--- src/design/hpd_defs.svh ---
// offsets, field positions, reset values and limits of the hub port-disable and power registers
`ifndef HPD_DEFS_SVH
`define HPD_DEFS_SVH

// register indices as printed; byte address is four times the index
`define HPD_IDX_SELF_PORT_DISABLE 8'h0A
`define HPD_IDX_BUS_PORT_DISABLE 8'h0B
`define HPD_IDX_SELF_MAX_POWER 8'h0C
`define HPD_IDX_BUS_MAX_POWER 8'h0D
`define HPD_IDX_CTRL_CURRENT_SELF 8'h0E
`define HPD_IDX_HUB_MODE 8'h20
`define HPD_IDX_PORT_STATUS 8'h21

// field positions
`define HPD_BIT_PORT1 1
`define HPD_BIT_PORT2 2
`define HPD_BIT_REMAP_SELECT 0
`define HPD_BIT_DEFAULT_CONFIG 1
`define HPD_BIT_SELF_POWERED 2
`define HPD_PORT_FIELD_MASK 8'h06

// reset values
`define HPD_RST_PORT_DISABLE 8'h00
`define HPD_RST_POWER 8'h00
`define HPD_RST_HUB_MODE 8'h00

// power values are in 2 mA units; the bus standard caps the self-powered ones at 100 mA
`define HPD_POWER_UNIT_MA 2
`define HPD_SELF_POWER_LIMIT_MA 100
`define HPD_SELF_POWER_LIMIT_CODE (`HPD_SELF_POWER_LIMIT_MA / `HPD_POWER_UNIT_MA)

`endif

--- src/design/hpd_pkg.sv ---
// types shared by the hub port-disable and power register block
package hpd_pkg;

  typedef enum logic [1:0] {
    hpd_src_bus_reg,
    hpd_src_self_reg,
    hpd_src_straps,
    hpd_src_remap
  } hpd_src_t;

  typedef enum logic {
    hpd_apb_idle,
    hpd_apb_done
  } hpd_apb_state_t;

endpackage : hpd_pkg

--- src/design/hpd_regs.sv ---
// APB register bank for hub port disable and current-consumption configuration
//
// Overview of operation
// RULE1 - disable mask bit zero leaves a port available, one disables it
// RULE2 - bus-powered with remap off: flagged ports stay disabled, never enumerable
// RULE3 - report only the enabled port count and renumber active ports contiguously
// RULE4 - any combination and order of disabled ports works correctly
// RULE5 - with the built-in default configuration, disabled ports come from strap pins
// RULE6 - bit 2 controls port 2, bit 1 port 1; others reserved
// RULE7 - self-powered max power holds upstream draw in 2 mA units
// RULE8 - configurer includes a zero-reporting embedded peripheral in max power values
// RULE9 - bus-powered max power holds upstream draw in 2 mA units
// RULE10 - self-powered controller current excludes attached compound peripheral, 2 mA units
// RULE11 - configurer keeps self-powered power values at or under 100 mA
// RULE12 - with remap selected, disable registers are ignored for the remap map
// RULE13 - bus-powered register used when bus-powered, self-powered register otherwise
`include "hpd_defs.svh"
`timescale 1ns/10ps
`default_nettype none
module hpd_regs
  import hpd_pkg::*;
#(
  parameter int PORTS = 2
) (
  // clock and reset
  input wire logic clock,
  input wire logic rst_n,
  // apb slave
  input wire logic psel,
  input wire logic penable,
  input wire logic pwrite,
  input wire logic [11:0] paddr,
  input wire logic [31:0] pwdata,
  input wire logic [3:0] pstrb,
  output logic [31:0] prdata,
  output logic pready,
  output logic pslverr,
  // pins and hub status
  input wire logic [PORTS-1:0] port_off_strap_pins,
  input wire logic self_powered_pin,
  input wire logic [PORTS-1:0] port_remap_off,
  // effective configuration towards the hub core
  output logic [PORTS-1:0] port_off,
  output logic [PORTS*4-1:0] port_logical_num,
  output logic [3:0] enabled_port_count,
  output logic [7:0] reported_max_draw,
  output logic [7:0] controller_self_pwr_draw,
  output logic self_power_over_limit
);

  initial begin
    if (PORTS != 2) begin
      $error("hpd_regs: the register layout serves exactly two ports");
    end
  end

  ////////////////////////////////////////////////////////////////////////////

  typedef struct packed {
    hpd_apb_state_t apb;
    logic [31:0] rdata;
    logic err;
    logic [7:0] self_port_disable;
    logic [7:0] bus_port_disable;
    logic [7:0] self_pwr_max_draw;
    logic [7:0] bus_pwr_max_draw;
    logic [7:0] ctrl_draw;
    logic port_remap_select;
    logic default_config;
    logic [PORTS-1:0] off;
    logic [PORTS*4-1:0] lnum;
    logic [3:0] count;
    logic [7:0] max_draw;
    logic [7:0] ctrl_out;
    logic over_limit;
  } hpd_regs_state_t;

  hpd_regs_state_t state;
  hpd_regs_state_t next_state;

  logic [PORTS-1:0] straps_sync;
  logic self_pwr_sync;
  logic [PORTS-1:0] remap_sync;
  logic [PORTS-1:0] sel_off;
  logic [PORTS*4-1:0] map_num;
  logic [3:0] map_count;
  hpd_src_t src;

  ////////////////////////////////////////////////////////////////////////////
  // pins pass two flops before use

  hpd_sync2 #(.WIDTH(2 * PORTS + 1)) u_sync (
    .clock(clock),
    .rst_n(rst_n),
    .async_in({port_off_strap_pins, port_remap_off, self_powered_pin}),
    .sync_out({straps_sync, remap_sync, self_pwr_sync})
  );

  ////////////////////////////////////////////////////////////////////////////
  // disable source selection

  always_comb begin
    if (state.port_remap_select) begin
      src = hpd_src_remap; // see RULE12
    end else if (state.default_config) begin
      src = hpd_src_straps; // see RULE5
    end else if (self_pwr_sync) begin
      src = hpd_src_self_reg; // see RULE13
    end else begin
      src = hpd_src_bus_reg; // see RULE13
    end
  end

  always_comb begin
    case (src)
      hpd_src_bus_reg: begin
        // bit n of the register gates port n; one means off; see RULE1 see RULE2 see RULE6
        sel_off = {state.bus_port_disable[`HPD_BIT_PORT2],
                   state.bus_port_disable[`HPD_BIT_PORT1]};
      end
      hpd_src_self_reg: begin
        sel_off = {state.self_port_disable[`HPD_BIT_PORT2],
                   state.self_port_disable[`HPD_BIT_PORT1]};
      end
      hpd_src_straps: sel_off = straps_sync;
      // the remap map is kept elsewhere; only its off bits reach this block
      hpd_src_remap: sel_off = remap_sync;
      default: sel_off = '0;
    endcase
  end

  // contiguous renumbering for any disabled combination; see RULE3 see RULE4
  hpd_port_map #(.PORTS(PORTS)) u_map (
    .port_off(sel_off),
    .logical_num(map_num),
    .enabled_count(map_count)
  );

  ////////////////////////////////////////////////////////////////////////////
  // apb access and state update

  always_comb begin
    logic [9:0] idx;
    logic [7:0] wbyte;
    logic hit;
    idx = paddr[11:2];
    wbyte = pwdata[7:0];
    hit = 1'b1;
    next_state = state;
    next_state.apb = hpd_apb_idle;

    if (psel && !penable) begin
      // setup cycle: decode, and answer in the following access cycle
      next_state.apb = hpd_apb_done;
      next_state.rdata = 32'h0000_0000;
      case (idx)
        10'(`HPD_IDX_SELF_PORT_DISABLE): next_state.rdata[7:0] = state.self_port_disable;
        10'(`HPD_IDX_BUS_PORT_DISABLE): next_state.rdata[7:0] = state.bus_port_disable;
        10'(`HPD_IDX_SELF_MAX_POWER): next_state.rdata[7:0] = state.self_pwr_max_draw;
        10'(`HPD_IDX_BUS_MAX_POWER): next_state.rdata[7:0] = state.bus_pwr_max_draw;
        10'(`HPD_IDX_CTRL_CURRENT_SELF): next_state.rdata[7:0] = state.ctrl_draw;
        10'(`HPD_IDX_HUB_MODE): begin
          next_state.rdata[`HPD_BIT_REMAP_SELECT] = state.port_remap_select;
          next_state.rdata[`HPD_BIT_DEFAULT_CONFIG] = state.default_config;
        end
        10'(`HPD_IDX_PORT_STATUS): begin
          next_state.rdata[PORTS-1:0] = state.off;
          next_state.rdata[7:4] = state.count;
          next_state.rdata[8] = state.over_limit;
          next_state.rdata[9] = self_pwr_sync;
        end
        default: hit = 1'b0;
      endcase
      // unmapped index, or a write to the read-only status word, is refused
      next_state.err = !hit || (pwrite && (idx == 10'(`HPD_IDX_PORT_STATUS)));
    end

    // a write lands only at the access edge, where the master sees pready high
    if ((state.apb == hpd_apb_done) && psel && penable && !state.err) begin
      if (pwrite && pstrb[0]) begin
        case (idx)
          10'(`HPD_IDX_SELF_PORT_DISABLE): begin
            next_state.self_port_disable = wbyte & `HPD_PORT_FIELD_MASK;
          end
          10'(`HPD_IDX_BUS_PORT_DISABLE): begin
            // reserved bits are not stored and read as zero; see RULE6
            next_state.bus_port_disable = wbyte & `HPD_PORT_FIELD_MASK;
          end
          10'(`HPD_IDX_SELF_MAX_POWER): next_state.self_pwr_max_draw = wbyte; // see RULE7
          10'(`HPD_IDX_BUS_MAX_POWER): next_state.bus_pwr_max_draw = wbyte; // see RULE9
          10'(`HPD_IDX_CTRL_CURRENT_SELF): next_state.ctrl_draw = wbyte; // see RULE10
          10'(`HPD_IDX_HUB_MODE): begin
            next_state.port_remap_select = wbyte[`HPD_BIT_REMAP_SELECT];
            next_state.default_config = wbyte[`HPD_BIT_DEFAULT_CONFIG];
          end
          default: next_state.err = state.err;
        endcase
      end
    end

    // effective configuration, registered so that outputs come from flops
    next_state.off = sel_off;
    next_state.lnum = map_num;
    next_state.count = map_count;
    // the host is told the draw that matches the present power mode; see RULE7 see RULE9
    next_state.max_draw = self_pwr_sync ? state.self_pwr_max_draw : state.bus_pwr_max_draw;
    next_state.ctrl_out = state.ctrl_draw; // see RULE10
    // the limit is the configurer's duty; this flag only shows a breach
    next_state.over_limit =
      (state.self_pwr_max_draw > 8'(`HPD_SELF_POWER_LIMIT_CODE)) ||
      (state.ctrl_draw > 8'(`HPD_SELF_POWER_LIMIT_CODE));

    if (!rst_n) begin
      next_state = '0;
      next_state.apb = hpd_apb_idle;
      next_state.self_port_disable = `HPD_RST_PORT_DISABLE;
      next_state.bus_port_disable = `HPD_RST_PORT_DISABLE;
      next_state.self_pwr_max_draw = `HPD_RST_POWER;
      next_state.bus_pwr_max_draw = `HPD_RST_POWER;
      next_state.ctrl_draw = `HPD_RST_POWER;
      {next_state.default_config, next_state.port_remap_select} = 2'(`HPD_RST_HUB_MODE);
    end
  end

  always_ff @(posedge clock) begin
    state <= next_state;
  end

  ////////////////////////////////////////////////////////////////////////////
  // outputs from the state flops; pslverr ands the error flop with the done state

  assign prdata = state.rdata;
  assign pready = (state.apb == hpd_apb_done);
  assign pslverr = (state.apb == hpd_apb_done) && state.err;
  assign port_off = state.off;
  assign port_logical_num = state.lnum;
  assign enabled_port_count = state.count;
  assign reported_max_draw = state.max_draw;
  assign controller_self_pwr_draw = state.ctrl_out;
  assign self_power_over_limit = state.over_limit;

endmodule : hpd_regs
`default_nettype wire

--- src/design/hpd_sync2.sv ---
// two-flop synchroniser for asynchronous pin levels
`timescale 1ns/10ps
`default_nettype none
module hpd_sync2 #(
  parameter int WIDTH = 2
) (
  // clock and reset
  input wire logic clock,
  input wire logic rst_n,
  // asynchronous level in, synchronised level out
  input wire logic [WIDTH-1:0] async_in,
  output logic [WIDTH-1:0] sync_out
);

  typedef struct packed {
    logic [WIDTH-1:0] meta;
    logic [WIDTH-1:0] stable;
  } hpd_sync_state_t;

  hpd_sync_state_t state;
  hpd_sync_state_t next_state;

  initial begin
    if (WIDTH < 1) begin
      $error("hpd_sync2: WIDTH must be at least 1");
    end
  end

  always_comb begin
    next_state.meta = async_in;
    next_state.stable = state.meta;
    if (!rst_n) begin
      next_state = '0;
    end
  end

  always_ff @(posedge clock) begin
    state <= next_state;
  end

  assign sync_out = state.stable;

endmodule : hpd_sync2
`default_nettype wire

--- src/design/hpd_port_map.sv ---
// maps the disabled-port mask to a contiguous logical port order and an enabled count
`timescale 1ns/10ps
`default_nettype none
module hpd_port_map #(
  parameter int PORTS = 2
) (
  // physical ports, bit n-1 is downstream port n; one means the port is off
  input wire logic [PORTS-1:0] port_off,
  // logical number reported to the host for each physical port, zero when off
  output logic [PORTS*4-1:0] logical_num,
  // number of enabled ports reported to the host
  output logic [3:0] enabled_count
);

  initial begin
    if (PORTS < 1 || PORTS > 15) begin
      $error("hpd_port_map: PORTS must be 1 to 15");
    end
  end

  // each active port is numbered after the active ports below it, so any
  // combination of disabled ports still reports contiguous numbers
  genvar g;
  generate
    for (g = 0; g < PORTS; g++) begin : g_port
      always_comb begin
        logic [3:0] below;
        below = 4'h0;
        for (int k = 0; k < g; k++) begin
          below = below + {3'h0, ~port_off[k]};
        end
        logical_num[g*4 +: 4] = port_off[g] ? 4'h0 : below + 4'h1;
      end
    end
  endgenerate

  always_comb begin
    enabled_count = 4'h0;
    for (int k = 0; k < PORTS; k++) begin
      enabled_count = enabled_count + {3'h0, ~port_off[k]};
    end
  end

endmodule : hpd_port_map
`default_nettype wire

--- config.mk ---
export PLATFORM = sky130hd
export DESIGN_NAME = hpd_regs
export DESIGN_NICKNAME = d
export VERILOG_FILES = /design/src/design/hpd_pkg.sv /design/src/design/hpd_regs.sv /design/src/design/hpd_sync2.sv /design/src/design/hpd_port_map.sv
export VERILOG_INCLUDE_DIRS = /design/src /design/src/design
export SDC_FILE = /design/constraint.sdc
export NUM_CORES = 1
export LEC_CHECK = 0
export BUFFER_PORTS_ARGS = -buffer_cell sky130_fd_sc_hd__buf_4
export CAP_MARGIN = 30
export CORE_MARGIN = 2
export CORE_UTILIZATION = 40
export DETAILED_ROUTE_END_ITERATION = 8
export PLACE_DENSITY = 0.78
export REMOVE_ABC_BUFFERS = 1
export SLEW_MARGIN = 25
export SYNTH_ARGS = -nofsm -noshare
export SYNTH_HDL_FRONTEND = slang
export SYNTH_SLANG_ARGS = --single-unit
--- constraint.sdc ---
create_clock -name clock -period 2.09 [get_ports clock]
set_clock_uncertainty 0.1 [all_clocks]
set_input_delay 0.1045 -clock clock [delete_from_list [all_inputs] [get_ports clock]]
set_output_delay 0.1045 -clock clock [all_outputs]
set_load 0.01 [all_outputs]
==> impl_results.md, run 1 <==
- Sequential fraction of the synthesis area: 0.411
- CP Launch Type: flop
- Max transition margin: 0.580
- Worst Path Class, Setup: flop to flop
- CTS Root Cell: clkbuf_8
- DRC violations left: 0
- Crit path cell chain: nand4b_1, or4_4, o31ai_1, a21oi_1
- Num CTS Buffers: 9
- Final net count: 519
- WP buf/inv: 0
- Die Wd: 100 µm
- Share of cells above drive strength 1: 0.237
- Die H: 100 µm
- Detailed Place HPWL: 6.04 mm
- Setup violations, final: 0
- Ys async rst share: 0
- Area Growth Syn to Fin: 18.6%
- Remaining antenna violation count: 0
- Skew-Pair Late Insertion Delay: 0.35 ns
- Critical Path End Type: flop
- Iter 0 DRT Violations: 219
- #FFs+latches synth: 76
- Max Fclk: 0.539 GHz
- Yosys cell types: 47
- Minimum clock period: 1.86 ns
- Main flop type after synthesis: dfxtp_1
- WL per Instance: 15.2 µm
- Status: finished, final reports clean
- Area taken by multi-input logic gates: 1680 µm²
- Max-Cap Viols: 0
- Clock tree buffer depth: 2
- Max FO, Critical Path: 24
- R2R Setup Slk: 0.23 ns
- TNS Setup: 0 ns
- CP top delay family: simple AND/OR/NAND/NOR gates
- CTS resizes: 0
- Worst Hold Margin: 0.0542 ns
- Crit path DAT: 1.99 ns
- Ant diodes: 0
- Yosys top cell by area: dfxtp_1
- Vias per cell: 5.29
- CP peak stage delay: 0.69 ns
- Worst Max-Slew Pin Slew: 0.628 ns
- Initial core utilization: 0.406
- Hold Vio Cnt, Final: 0
- Max VDD drop: 347 µV
- I/O Buffers: 64
- HP Class: primary input to flop
- Final GP Congestion: 0.959
- Post-Place Cells: 546
- CP Depth: 4
- Drt pass-1 iters: 5
- Fin util: 0.482
- Ys Warns: 0
- Non-filler cells, final: 576
- CP max stage cell: or4_4
- Register area: 1520 µm²
- Power per cell area: 722 nW/µm²
- Core region area: 9110 µm²
- Clock Pin Slew Worst Setup and Hold Paths: 0.08 ns
- Initial antenna violation count: 0
- CTS tree: done
- RSZ-0062 raised after global routing: no
- Worst EP required: 2.23 ns
- Filler cell count: 857
- Cells after Synth: 416
- Final Max Tran Viols: 0
- Hold EP: u_sync.state[5]
- Largest net degree at the start of global routing: 35
- Worst hold path depth: 2
- Number of flops mapped to enable cells by yosys: 0
- Leakage: 0.00170 µW
- Post-synth top area share: 0.411
- GRT overflow: 0
- Worst R2R End: state[54]
- I/O pin count: 123
- Overall routed net length: 8.74 mm
- Final period util: 0.888
- CTS sink count: 76
- FF-to-FF path depth: 4
- Netlist Area Pre-Place: 3700 µm²
- Overall global routing resource usage: 0.178
- Avg Inst Size Synth: 8.90 µm²
- First-pass GRT wire length: 14.2 mm
- Hold_sp: rst_n
- Die area: 10,000 µm²
- Area contributors post-synth: dfxtp_1 41%, buf_4 13%, mux2i_1 6.5%, a21oi_1 5.1%, nand3_1 4.2%
- Vias: 3,047
- H-tree levels: 3
- Number of global-route vias before repair: 2,988
- Row count: 35
- Reg-to-Reg Start: state[73]
per-stage QoR:
stage	instance area [µm²]	setup WS (ns)	total power [µW]
floorplan	3210	-0.274	1590
finish	4390	0.235	3170
detailed placement	3980	-0.0376	1730
CTS	4390	0.250	3190
global placement	3980	0.00227	1720
global route	4390	0.143	3290
cells in the final DEF (no fill, tap or decap), types with 3 or more instances in the layout:
master / n
clkbuf_8: 13
bufinv_16: 3
conb_1: 29
a21oi_1: 38
nor4b_1: 3
nor2_1: 17
o2bb2ai_1: 7
o31ai_2: 6
nor4_1: 3
dfxtp_1: 76
o21ai_1: 4
nor3_1: 4
dlygate4sd3_1: 14
and2_1: 24
o21ai_0: 17
mux2i_1: 24
buf_4: 81
a31oi_1: 3
o31ai_1: 10
nand3_1: 31
nand2_1: 10
nand4_1: 14
cell usage after synthesis, types with 6 or more instances:
master / instances
dfxtp_1: 76
buf_4: 62
a21oi_1: 38
nand3_1: 31
and2_1: 24
mux2i_1: 24
clkbuf_1: 23
nor2_1: 17
o21ai_0: 17
nand4_1: 14
nand2_1: 10
o31ai_1: 10
o2bb2ai_1: 7
o31ai_2: 6
layer usage:
metal	global-route usage	part of all wire
met1	0.215	0.41
met2	0.303	0.50
met3	0.0432	0.068
met4	0.0748	0.025
met5	0	0
state kept, by name, summed over array words and instances (netlist names), 3 cells and up:
signal	cells
controller_self_pwr_draw	8
port_logical_num	3
prdata	10
reported_max_draw	8
state	31
u_sync.state	5
u_sync.sync_out	5
cell type report:
type | count | share of cell area
inverters | 4 | 0.00342
clock buffers | 13 | 0.0408
flip-flops and latches | 76 | 0.347
well taps | 111 | 0.0316
multi-input cells | 273 | 0.382
repair buffers | 96 | 0.175
clock inverters | 3 | 0.0205
logic make-up (layout without fill, tap and decap cells):
family                     Yosys count  count (layout)  share of synthesized area
buffers and inverters               95             116                      0.166
other                                1              29                    0.00101
DFF                                 76              76                      0.411
and+or+nand+nor                    124             124                      0.190
adders and majority gates            1               1                    0.00338
muxes                               24              24                     0.0649
AOI/OAI and AO/OA                   95              95                      0.164
repair_timing:
item / in CTS / in global routing
hold endpoints to repair: 36 / 0
hold buffers: 14 / 0
setup buffers: 0 / 0
worst max path at each step:
stage               from   endpoint  slack [ns]
6_report       state[73]  state[54]        0.23
5_1_grt           pready  state[45]        0.14
4_1_cts        state[73]  state[55]        0.25
3_5_place_dp    paddr[7]  state[45]       -0.04
3_3_place_gp    paddr[7]  state[42]       0.002
2_1_floorplan   paddr[7]  state[66]       -0.27
power by group:
group	total, µW	switching [µW]	internal [µW]	leakage, µW
Combinational	247	147	101	0.000949
Sequential	1470	6.66	1460	0.000616
Clock	1450	530	924	0.000136
Note: power is estimated with default switching activity, not from simulation.
==> inputs of run 2 (changes only) <==
--- a/config.mk
+++ b/config.mk
@@ -8,10 +8,12 @@
 export LEC_CHECK = 0
 export BUFFER_PORTS_ARGS = -buffer_cell sky130_fd_sc_hd__buf_4
 export CAP_MARGIN = 30
+export CELL_PAD_IN_SITES_DETAIL_PLACEMENT = 2
+export CELL_PAD_IN_SITES_GLOBAL_PLACEMENT = 2
 export CORE_MARGIN = 2
-export CORE_UTILIZATION = 40
+export CORE_UTILIZATION = 26
 export DETAILED_ROUTE_END_ITERATION = 8
-export PLACE_DENSITY = 0.78
+export PLACE_DENSITY = 0.85
 export REMOVE_ABC_BUFFERS = 1
 export SLEW_MARGIN = 25
 export SYNTH_ARGS = -nofsm -noshare
==> impl_results.md, run 2 (synthesis results as in run 1) <==
- Ant diodes: 0 (unchanged)
- Max Fclk: 0.521 GHz (-3.4%)
- Clock tree buffer depth: 2 (unchanged)
- Worst Hold Margin: 0.0886 ns (+0.0343 ns)
- Skew-Pair Late Insertion Delay: 0.34 ns (about the same)
- Crit path cell chain: nand4b_1, or4_4, o31ai_2, a21oi_1
- I/O pin count: 123 (unchanged)
- Core region area: 13,900 µm² (+52%)
- Row count: 43 (+23%)
- Clock Pin Slew Worst Setup and Hold Paths: 0.06 ns (-0.02 ns)
- Initial core utilization: 0.267 (-0.140)
- Critical Path End Type: flop
- Setup violations, final: 0 (unchanged)
- TNS Setup: 0 ns (unchanged)
- First-pass GRT wire length: 18.5 mm (+31%)
- Number of global-route vias before repair: 3,395 (+14%)
- Final period util: 0.919 (+0.0310)
- CTS sink count: 76 (unchanged)
- Final instance area: 4560 µm² (+3.8%)
- Area Growth Syn to Fin: 23.1%
- Die H: 123 µm (+23%)
- RSZ-0062 raised after global routing: no
- Detailed Place HPWL: 8.17 mm (+35%)
- Most common cell after layout, fill and taps aside: buf_4
- CTS tree: done
- Max FO, Critical Path: 24 (unchanged)
- Initial antenna violation count: 0 (unchanged)
- Setup ws final: 0.170 ns (-0.0647 ns)
- Worst EP required: 2.20 ns (-0.03 ns)
- GRT overflow: 0 (unchanged)
- Combinational share of power: 0.077 (about the same)
- Share of cells above drive strength 1: 0.239 (+0.00225)
- Max-Cap Viols: 0 (unchanged)
- Post-Place Cells: 619 (+13%)
- Largest net degree at the start of global routing: 34 (-2.9%)
- Seq pwr share: 0.432 (-0.031)
- Final net count: 523 (+0.77%)
- Vias per cell: 4.89 (-7.5%)
- CP peak stage delay: 0.70 ns (about the same)
- Net Sw Frac: 0.225 (+0.00912)
- Clock network power share: 0.491 (+0.032)
- Power per cell area: 749 nW/µm² (+3.6%)
- Internal power: 2640 µW (+6.3%)
- Psw: 767 µW (+12%)
- WP buf/inv: 0 (unchanged)
- Top reg by flops: state
- WL per Instance: 18.2 µm (+20%)
- Drt pass-1 iters: 4 (-1)
- Non-filler cells, final: 649 (+13%)
- Placed Area: 4100 µm² (+2.9%)
- CP top delay family: simple AND/OR/NAND/NOR gates
- Final Max Tran Viols: 0 (unchanged)
- H-tree levels: 3 (unchanged)
- CP Launch Type: flop
- Vias: 3,175 (+4.2%)
- Final GP Congestion: 0.804 (-16%)
- Worst Max-Slew Pin Slew: 0.702 ns (+0.0731 ns)
- Num CTS Buffers: 9 (unchanged)
- Overall routed net length: 11.8 mm (+35%)
- Die area: 15,200 µm² (+51%)
- Hold Vio Cnt, Final: 0 (unchanged)
- Worst Path Class, Setup: flop to flop
- Commonest non-fill, non-tap cells in the layout: 85 x buf_4, 76 x dfxtp_1, 38 x a21oi_1
- Die Wd: 123 µm (+23%)
- Max FFs per register: 31 (unchanged)
- Leakage: 0.00174 µW (+2.1%)
- Max VDD drop: 371 µV (+6.7%)
- Overall global routing resource usage: 0.161 (-0.0169)
- CP max stage cell: or4_4
- Crit path DAT: 2.03 ns (+0.04 ns)
- Minimum clock period: 1.92 ns (+0.0647 ns)
- Post-place setup slack: -0.123 ns (-0.0858 ns)
- Iter 0 DRT Violations: 233 (+6.4%)
- Remaining antenna violation count: 0 (unchanged)
- Max transition margin: 0.531 (-0.0488)
- I/O Buffers: 64 (unchanged)
- CTS Root Cell: clkbuf_16
- Status: finished, final reports clean
- DRC violations left: 0 (unchanged)
- Filler cell count: 1,576 (+84%)
- HP Class: primary input to flop
## run 2: cell count changes in the layout (fill, tap and decap cells not counted), sizes merged
cell and change:
buf +4, bufinv -1, clkbuf -1, clkinv +1, clkinvlp +1
## run 2: worst paths after layout
kind                                      start                  to  slack [ns]  depth (start not counted)
worst max register to register        state[73]           state[56]        0.17                          4
worst max-delay path                  state[73]           state[56]        0.17                          4
worst min register to register  u_sync.state[7]  u_sync.sync_out[2]        0.34                          1
worst min-delay path                      rst_n           prdata[2]        0.09                          3
## run 2: worst min-delay path, delay by kind of cell
kind	cells	cell delay [ns]
buffers and inverters	1	0.21
AO/OA/AOI/OAI	1	0.06
AND/OR/NAND/NOR	1	0.10
## run 2: layout make-up
type / count / area, µm² / area share
clock buffers: 12 / 246 / 0.0541
repair buffers: 100 / 798 / 0.175
multi-input cells: 273 / 1680 / 0.368
inverters: 4 / 15.0 / 0.00329
clock inverters: 4 / 72.6 / 0.0159
well taps: 180 / 225 / 0.0494
flip-flops and latches: 76 / 1520 / 0.334
## run 2: routing by layer
metal | GRT usage | share of wire | wire length [µm] | up-vias
met3 | 0.0429 | 0.046 | 545 | 9
met2 | 0.290 | 0.53 | 6290 | 85
met1 | 0.188 | 0.41 | 4880 | 1585
li1 | - | - | - | 1496
met4 | 0.0447 | 0.010 | 124 | 0
met5 | 0 | 0 | 0 | -
## run 2: timing repair
item,CTS,global route
hold buffers,14,0
hold endpoints to repair,34,0
resized for setup,0,0
setup buffers,0,0
## run 2: stage by stage
| stage | utilization | total power, µW |
|---|---|---|
| floorplan | - | 1590 |
| global placement | 0.295 | 1730 |
| detailed placement | 0.295 | 1740 |
| CTS | 0.328 | 3450 |
| global route | 0.328 | 3550 |
| finish | 0.328 | 3410 |
## run 2: power groups by stage
| stage | combinational (µW) | sequential (µW) | clock (µW) |
|---|---|---|---|
| 2_1_floorplan | 85.2 | 1510 | 0 |
| 3_3_place_gp | 229 | 1500 | 0 |
| 6_report | 263 | 1470 | 1680 |
| 4_1_cts | 262 | 1470 | 1710 |
| 5_1_grt | 284 | 1470 | 1790 |
| 3_5_place_dp | 238 | 1510 | 0 |
==> inputs of run 3 (changes only) <==
--- a/config.mk
+++ b/config.mk
@@ -6,12 +6,13 @@
 export SDC_FILE = /design/constraint.sdc
 export NUM_CORES = 1
 export LEC_CHECK = 0
+export ABC_AREA = 1
 export BUFFER_PORTS_ARGS = -buffer_cell sky130_fd_sc_hd__buf_4
 export CAP_MARGIN = 30
 export CELL_PAD_IN_SITES_DETAIL_PLACEMENT = 2
 export CELL_PAD_IN_SITES_GLOBAL_PLACEMENT = 2
 export CORE_MARGIN = 2
-export CORE_UTILIZATION = 26
+export CORE_UTILIZATION = 24
 export DETAILED_ROUTE_END_ITERATION = 8
 export PLACE_DENSITY = 0.85
 export REMOVE_ABC_BUFFERS = 1
==> impl_results.md, run 3 <==
- Yosys top cell by area: dfxtp_1
- CP max stage cell: o21ai_0
- Commonest non-fill, non-tap cells in the layout: 81 x nor2_1, 76 x dfxtp_1, 70 x nand2_1, 70 x buf_4, 44 x inv_1
- Main combinational cell family by area after synthesis: simple AND/OR/NAND/NOR gates
- Psw: 772 µW (+0.68%)
- Final Max Tran Viols: 0 (unchanged)
- CTS sink count: 76 (unchanged)
- Combinational share of power: 0.078 (about the same)
- Worst EP required: 2.22 ns (+0.02 ns)
- TNS Setup: 0 ns (unchanged)
- #FFs+latches synth: 76 (unchanged)
- Area Growth Syn to Fin: 20.8%
- Adder and majority cell fraction of the synthesized area: 0.00349 (+0.000111)
- Ys async rst share: 0 (unchanged)
- Main flop type after synthesis: dfxtp_1
- Post-synth top area share: 0.424 (+0.0135)
- WL per Instance: 15.3 µm (-16%)
- CTS Root Cell: clkbuf_16
- I/O pin count: 123 (unchanged)
- CTS tree: done
- Netlist Area Pre-Place: 3580 µm² (-3.2%)
- Minimum clock period: 1.74 ns (-0.184 ns)
- Clock tree buffer depth: 2 (unchanged)
- Area contributors post-synth: dfxtp_1 42%, buf_4 13%, nor2_1 8.5%, nand2_1 7.3%, o21ai_0 5.4%
- Detailed Place HPWL: 8.43 mm (+3.2%)
- DRC violations left: 0 (unchanged)
- Xor/xnor share of the synthesized area: 0 (unchanged)
- Setup violations, final: 0 (unchanged)
- Hold Vio Cnt, Final: 0 (unchanged)
- Area taken by multi-input logic gates: 1430 µm² (-15%)
- Pwr Total: 3330 µW (-2.3%)
- Mux share of post-synthesis cell area: 0 (-0.0649)
- Filler cell count: 1,671 (+6.0%)
- WP buf/inv: 1 (+1)
- Skew-Pair Late Insertion Delay: 0.34 ns (about the same)
- Yosys cell types: 28 (-40%)
- Worst Path Class, Setup: flop to flop
- Crit. Startpoint: state[31]
- Max transition margin: 0.645 (+0.113)
- CP top delay family: compound AO/OA/AOI/OAI gates
- RSZ-0062 raised after global routing: no
- Placed Area: 3910 µm² (-4.7%)
- Top reg by flops: state
- Overall routed net length: 11.0 mm (-6.8%)
- Final period util: 0.830 (-0.0882)
- Drt pass-1 iters: 4 (unchanged)
- Final net count: 590 (+13%)
- Net Sw Frac: 0.232 (+0.00696)
- Most numerous cell in the Yosys netlist: nor2_1
- Max VDD drop: 485 µV (+31%)
- Num CTS Buffers: 9 (unchanged)
- Register area: 1520 µm² (unchanged)
- CP peak stage delay: 0.42 ns (-0.28 ns)
- Synth cell count leaders: 81 x nor2_1, 76 x dfxtp_1, 70 x nand2_1
- Post-CTS setup buffers: 0 (unchanged)
- Core region area: 14,600 µm² (+5.1%)
- Row count: 44 (+2.3%)
- Max Fclk: 0.576 GHz (+11%)
- Vias per cell: 4.35 (-11%)
- Crit path DAT: 1.87 ns (-0.16 ns)
- Ys Warns: 0 (unchanged)
- Cells after Synth: 486 (+17%)
- Vias: 3,135 (-1.3%)
- Largest net degree at the start of global routing: 44 (+29%)
- Crit path cell chain: nor2_1, nand2_1, o21ai_0, ha_1, nand2_1, inv_1
- Remaining antenna violation count: 0 (unchanged)
- Iter 0 DRT Violations: 112 (-52%)
- Overall global routing resource usage: 0.145 (-0.0169)
- Final instance area: 4330 µm² (-5.0%)
- Number of global-route vias before repair: 3,435 (+1.2%)
- Avg Inst Size Synth: 7.38 µm² (-17%)
- Die H: 126 µm (+2.3%)
- Max-Cap Viols: 0 (unchanged)
- Power per cell area: 770 nW/µm² (+2.8%)
- Setup ws final: 0.354 ns (+0.184 ns)
- Seq pwr share: 0.446 (+0.014)
- First-pass GRT wire length: 18.2 mm (-1.6%)
- Post-place setup slack: 0.315 ns (+0.439 ns)
- Number of flops mapped to enable cells by yosys: 0 (unchanged)
- HP Class: primary input to flop
- Initial core utilization: 0.246 (-0.0210)
- Final GP Congestion: 0.795 (-1.1%)
- GRT overflow: 0 (unchanged)
- Most common cell after layout, fill and taps aside: nor2_1
- Leakage: 0.00209 µW (+20%)
- Internal power: 2560 µW (-3.2%)
- H-tree levels: 3 (unchanged)
- Clock Pin Slew Worst Setup and Hold Paths: 0.06 ns (about the same)
- Status: finished, final reports clean
- Share of cells above drive strength 1: 0.196 (-0.0429)
- I/O Buffers: 64 (unchanged)
- Sequential fraction of the synthesis area: 0.424 (+0.0135)
- Worst Max-Slew Pin Slew: 0.528 ns (-0.173 ns)
- Clock network power share: 0.476 (-0.015)
- CP Launch Type: flop
- Initial antenna violation count: 0 (unchanged)
- Ant diodes: 0 (unchanged)
- Max FO, Critical Path: 5 (-79%)
- Max FFs per register: 31 (unchanged)
- Simple-gate share of the synthesized area: 0.257 (+0.0673)
- R2R Setup Slk: 0.35 ns (+0.18 ns)
- Most used cell, CP: nand2_1
- Worst Hold Margin: 0.0283 ns (-0.0603 ns)
- Critical Path End Type: flop
- Synth Area in Compound Gates: 0.108 (-0.0564)
- Die Wd: 126 µm (+2.3%)
- Die area: 15,900 µm² (+4.7%)
- Reg-to-Reg Start: state[31]
- Hold_sp: pwrite
-- run 3: cell count changes in the layout (fill, tap and decap cells not counted), moves of 6 or more --
cell	before	now
mux2i_1	24	0
a21oi_1	38	21
and2_1	24	0
o31ai_2	6	0
inv_1	2	44
buf_4	85	70
o21ai_0	17	39
nand2_1	10	70
o31ai_1	10	0
o2bb2ai_1	7	0
o21ai_1	4	12
nor2_1	17	81
-- run 3: cells by family after synthesis --
group	after synthesis
buffers and inverters	127
and+or+nand+nor	206
adders and majority gates	1
other	1
AOI/OAI and AO/OA	75
DFF	76
-- run 3: timing repair --
item,CTS,global route
hold buffers,12,0
gates resized for setup,0,0
hold endpoints to repair,22,0
-- run 3: stage by stage --
step                      cells   util
after floorplan             438      -
after global placement      692  0.268
after detailed placement    692  0.268
after CTS                   720  0.297
after global routing        720  0.297
final                       720  0.297
-- run 3: final timing paths --
kind | endpoint | cells after the start
max | enabled_port_count[0] | 6
min reg2reg | u_sync.sync_out[2] | 2
max reg2reg | enabled_port_count[0] | 6
min | state[73] | 5
-- run 3: worst min-delay path, delay by kind of cell --
| kind | cells | cell delay (ns) |
|---|---|---|
| simple gates | 4 | 0.24 |
| buf+inv | 1 | 0.09 |
-- run 3: cell type report --
| class | instances | area share |
|---|---|---|
| timing repair buffer | 82 | 0.149 |
| multi-input combinational | 311 | 0.330 |
| clock buffer | 12 | 0.0592 |
| sequential | 76 | 0.351 |
| tap | 184 | 0.0532 |
| inverter | 51 | 0.0457 |
| clock inverter | 4 | 0.0110 |
-- run 3: power groups by stage --
stage	Combinational [µW]	Clock (µW)	Sequential, µW
2_1_floorplan	99.8	0	1520
5_1_grt	289	1700	1490
3_3_place_gp	229	0	1520
6_report	258	1590	1490
3_5_place_dp	240	0	1520
4_1_cts	262	1630	1490
-- run 3: routing by layer --
| layer | share of wire | track usage | vias to the layer above |
|---|---|---|---|
| li1 | - | - | 1541 |
| met1 | 0.45 | 0.175 | 1502 |
| met2 | 0.49 | 0.246 | 71 |
| met3 | 0.037 | 0.0302 | 21 |
| met4 | 0.027 | 0.0666 | 0 |
| met5 | 0 | 0 | - |
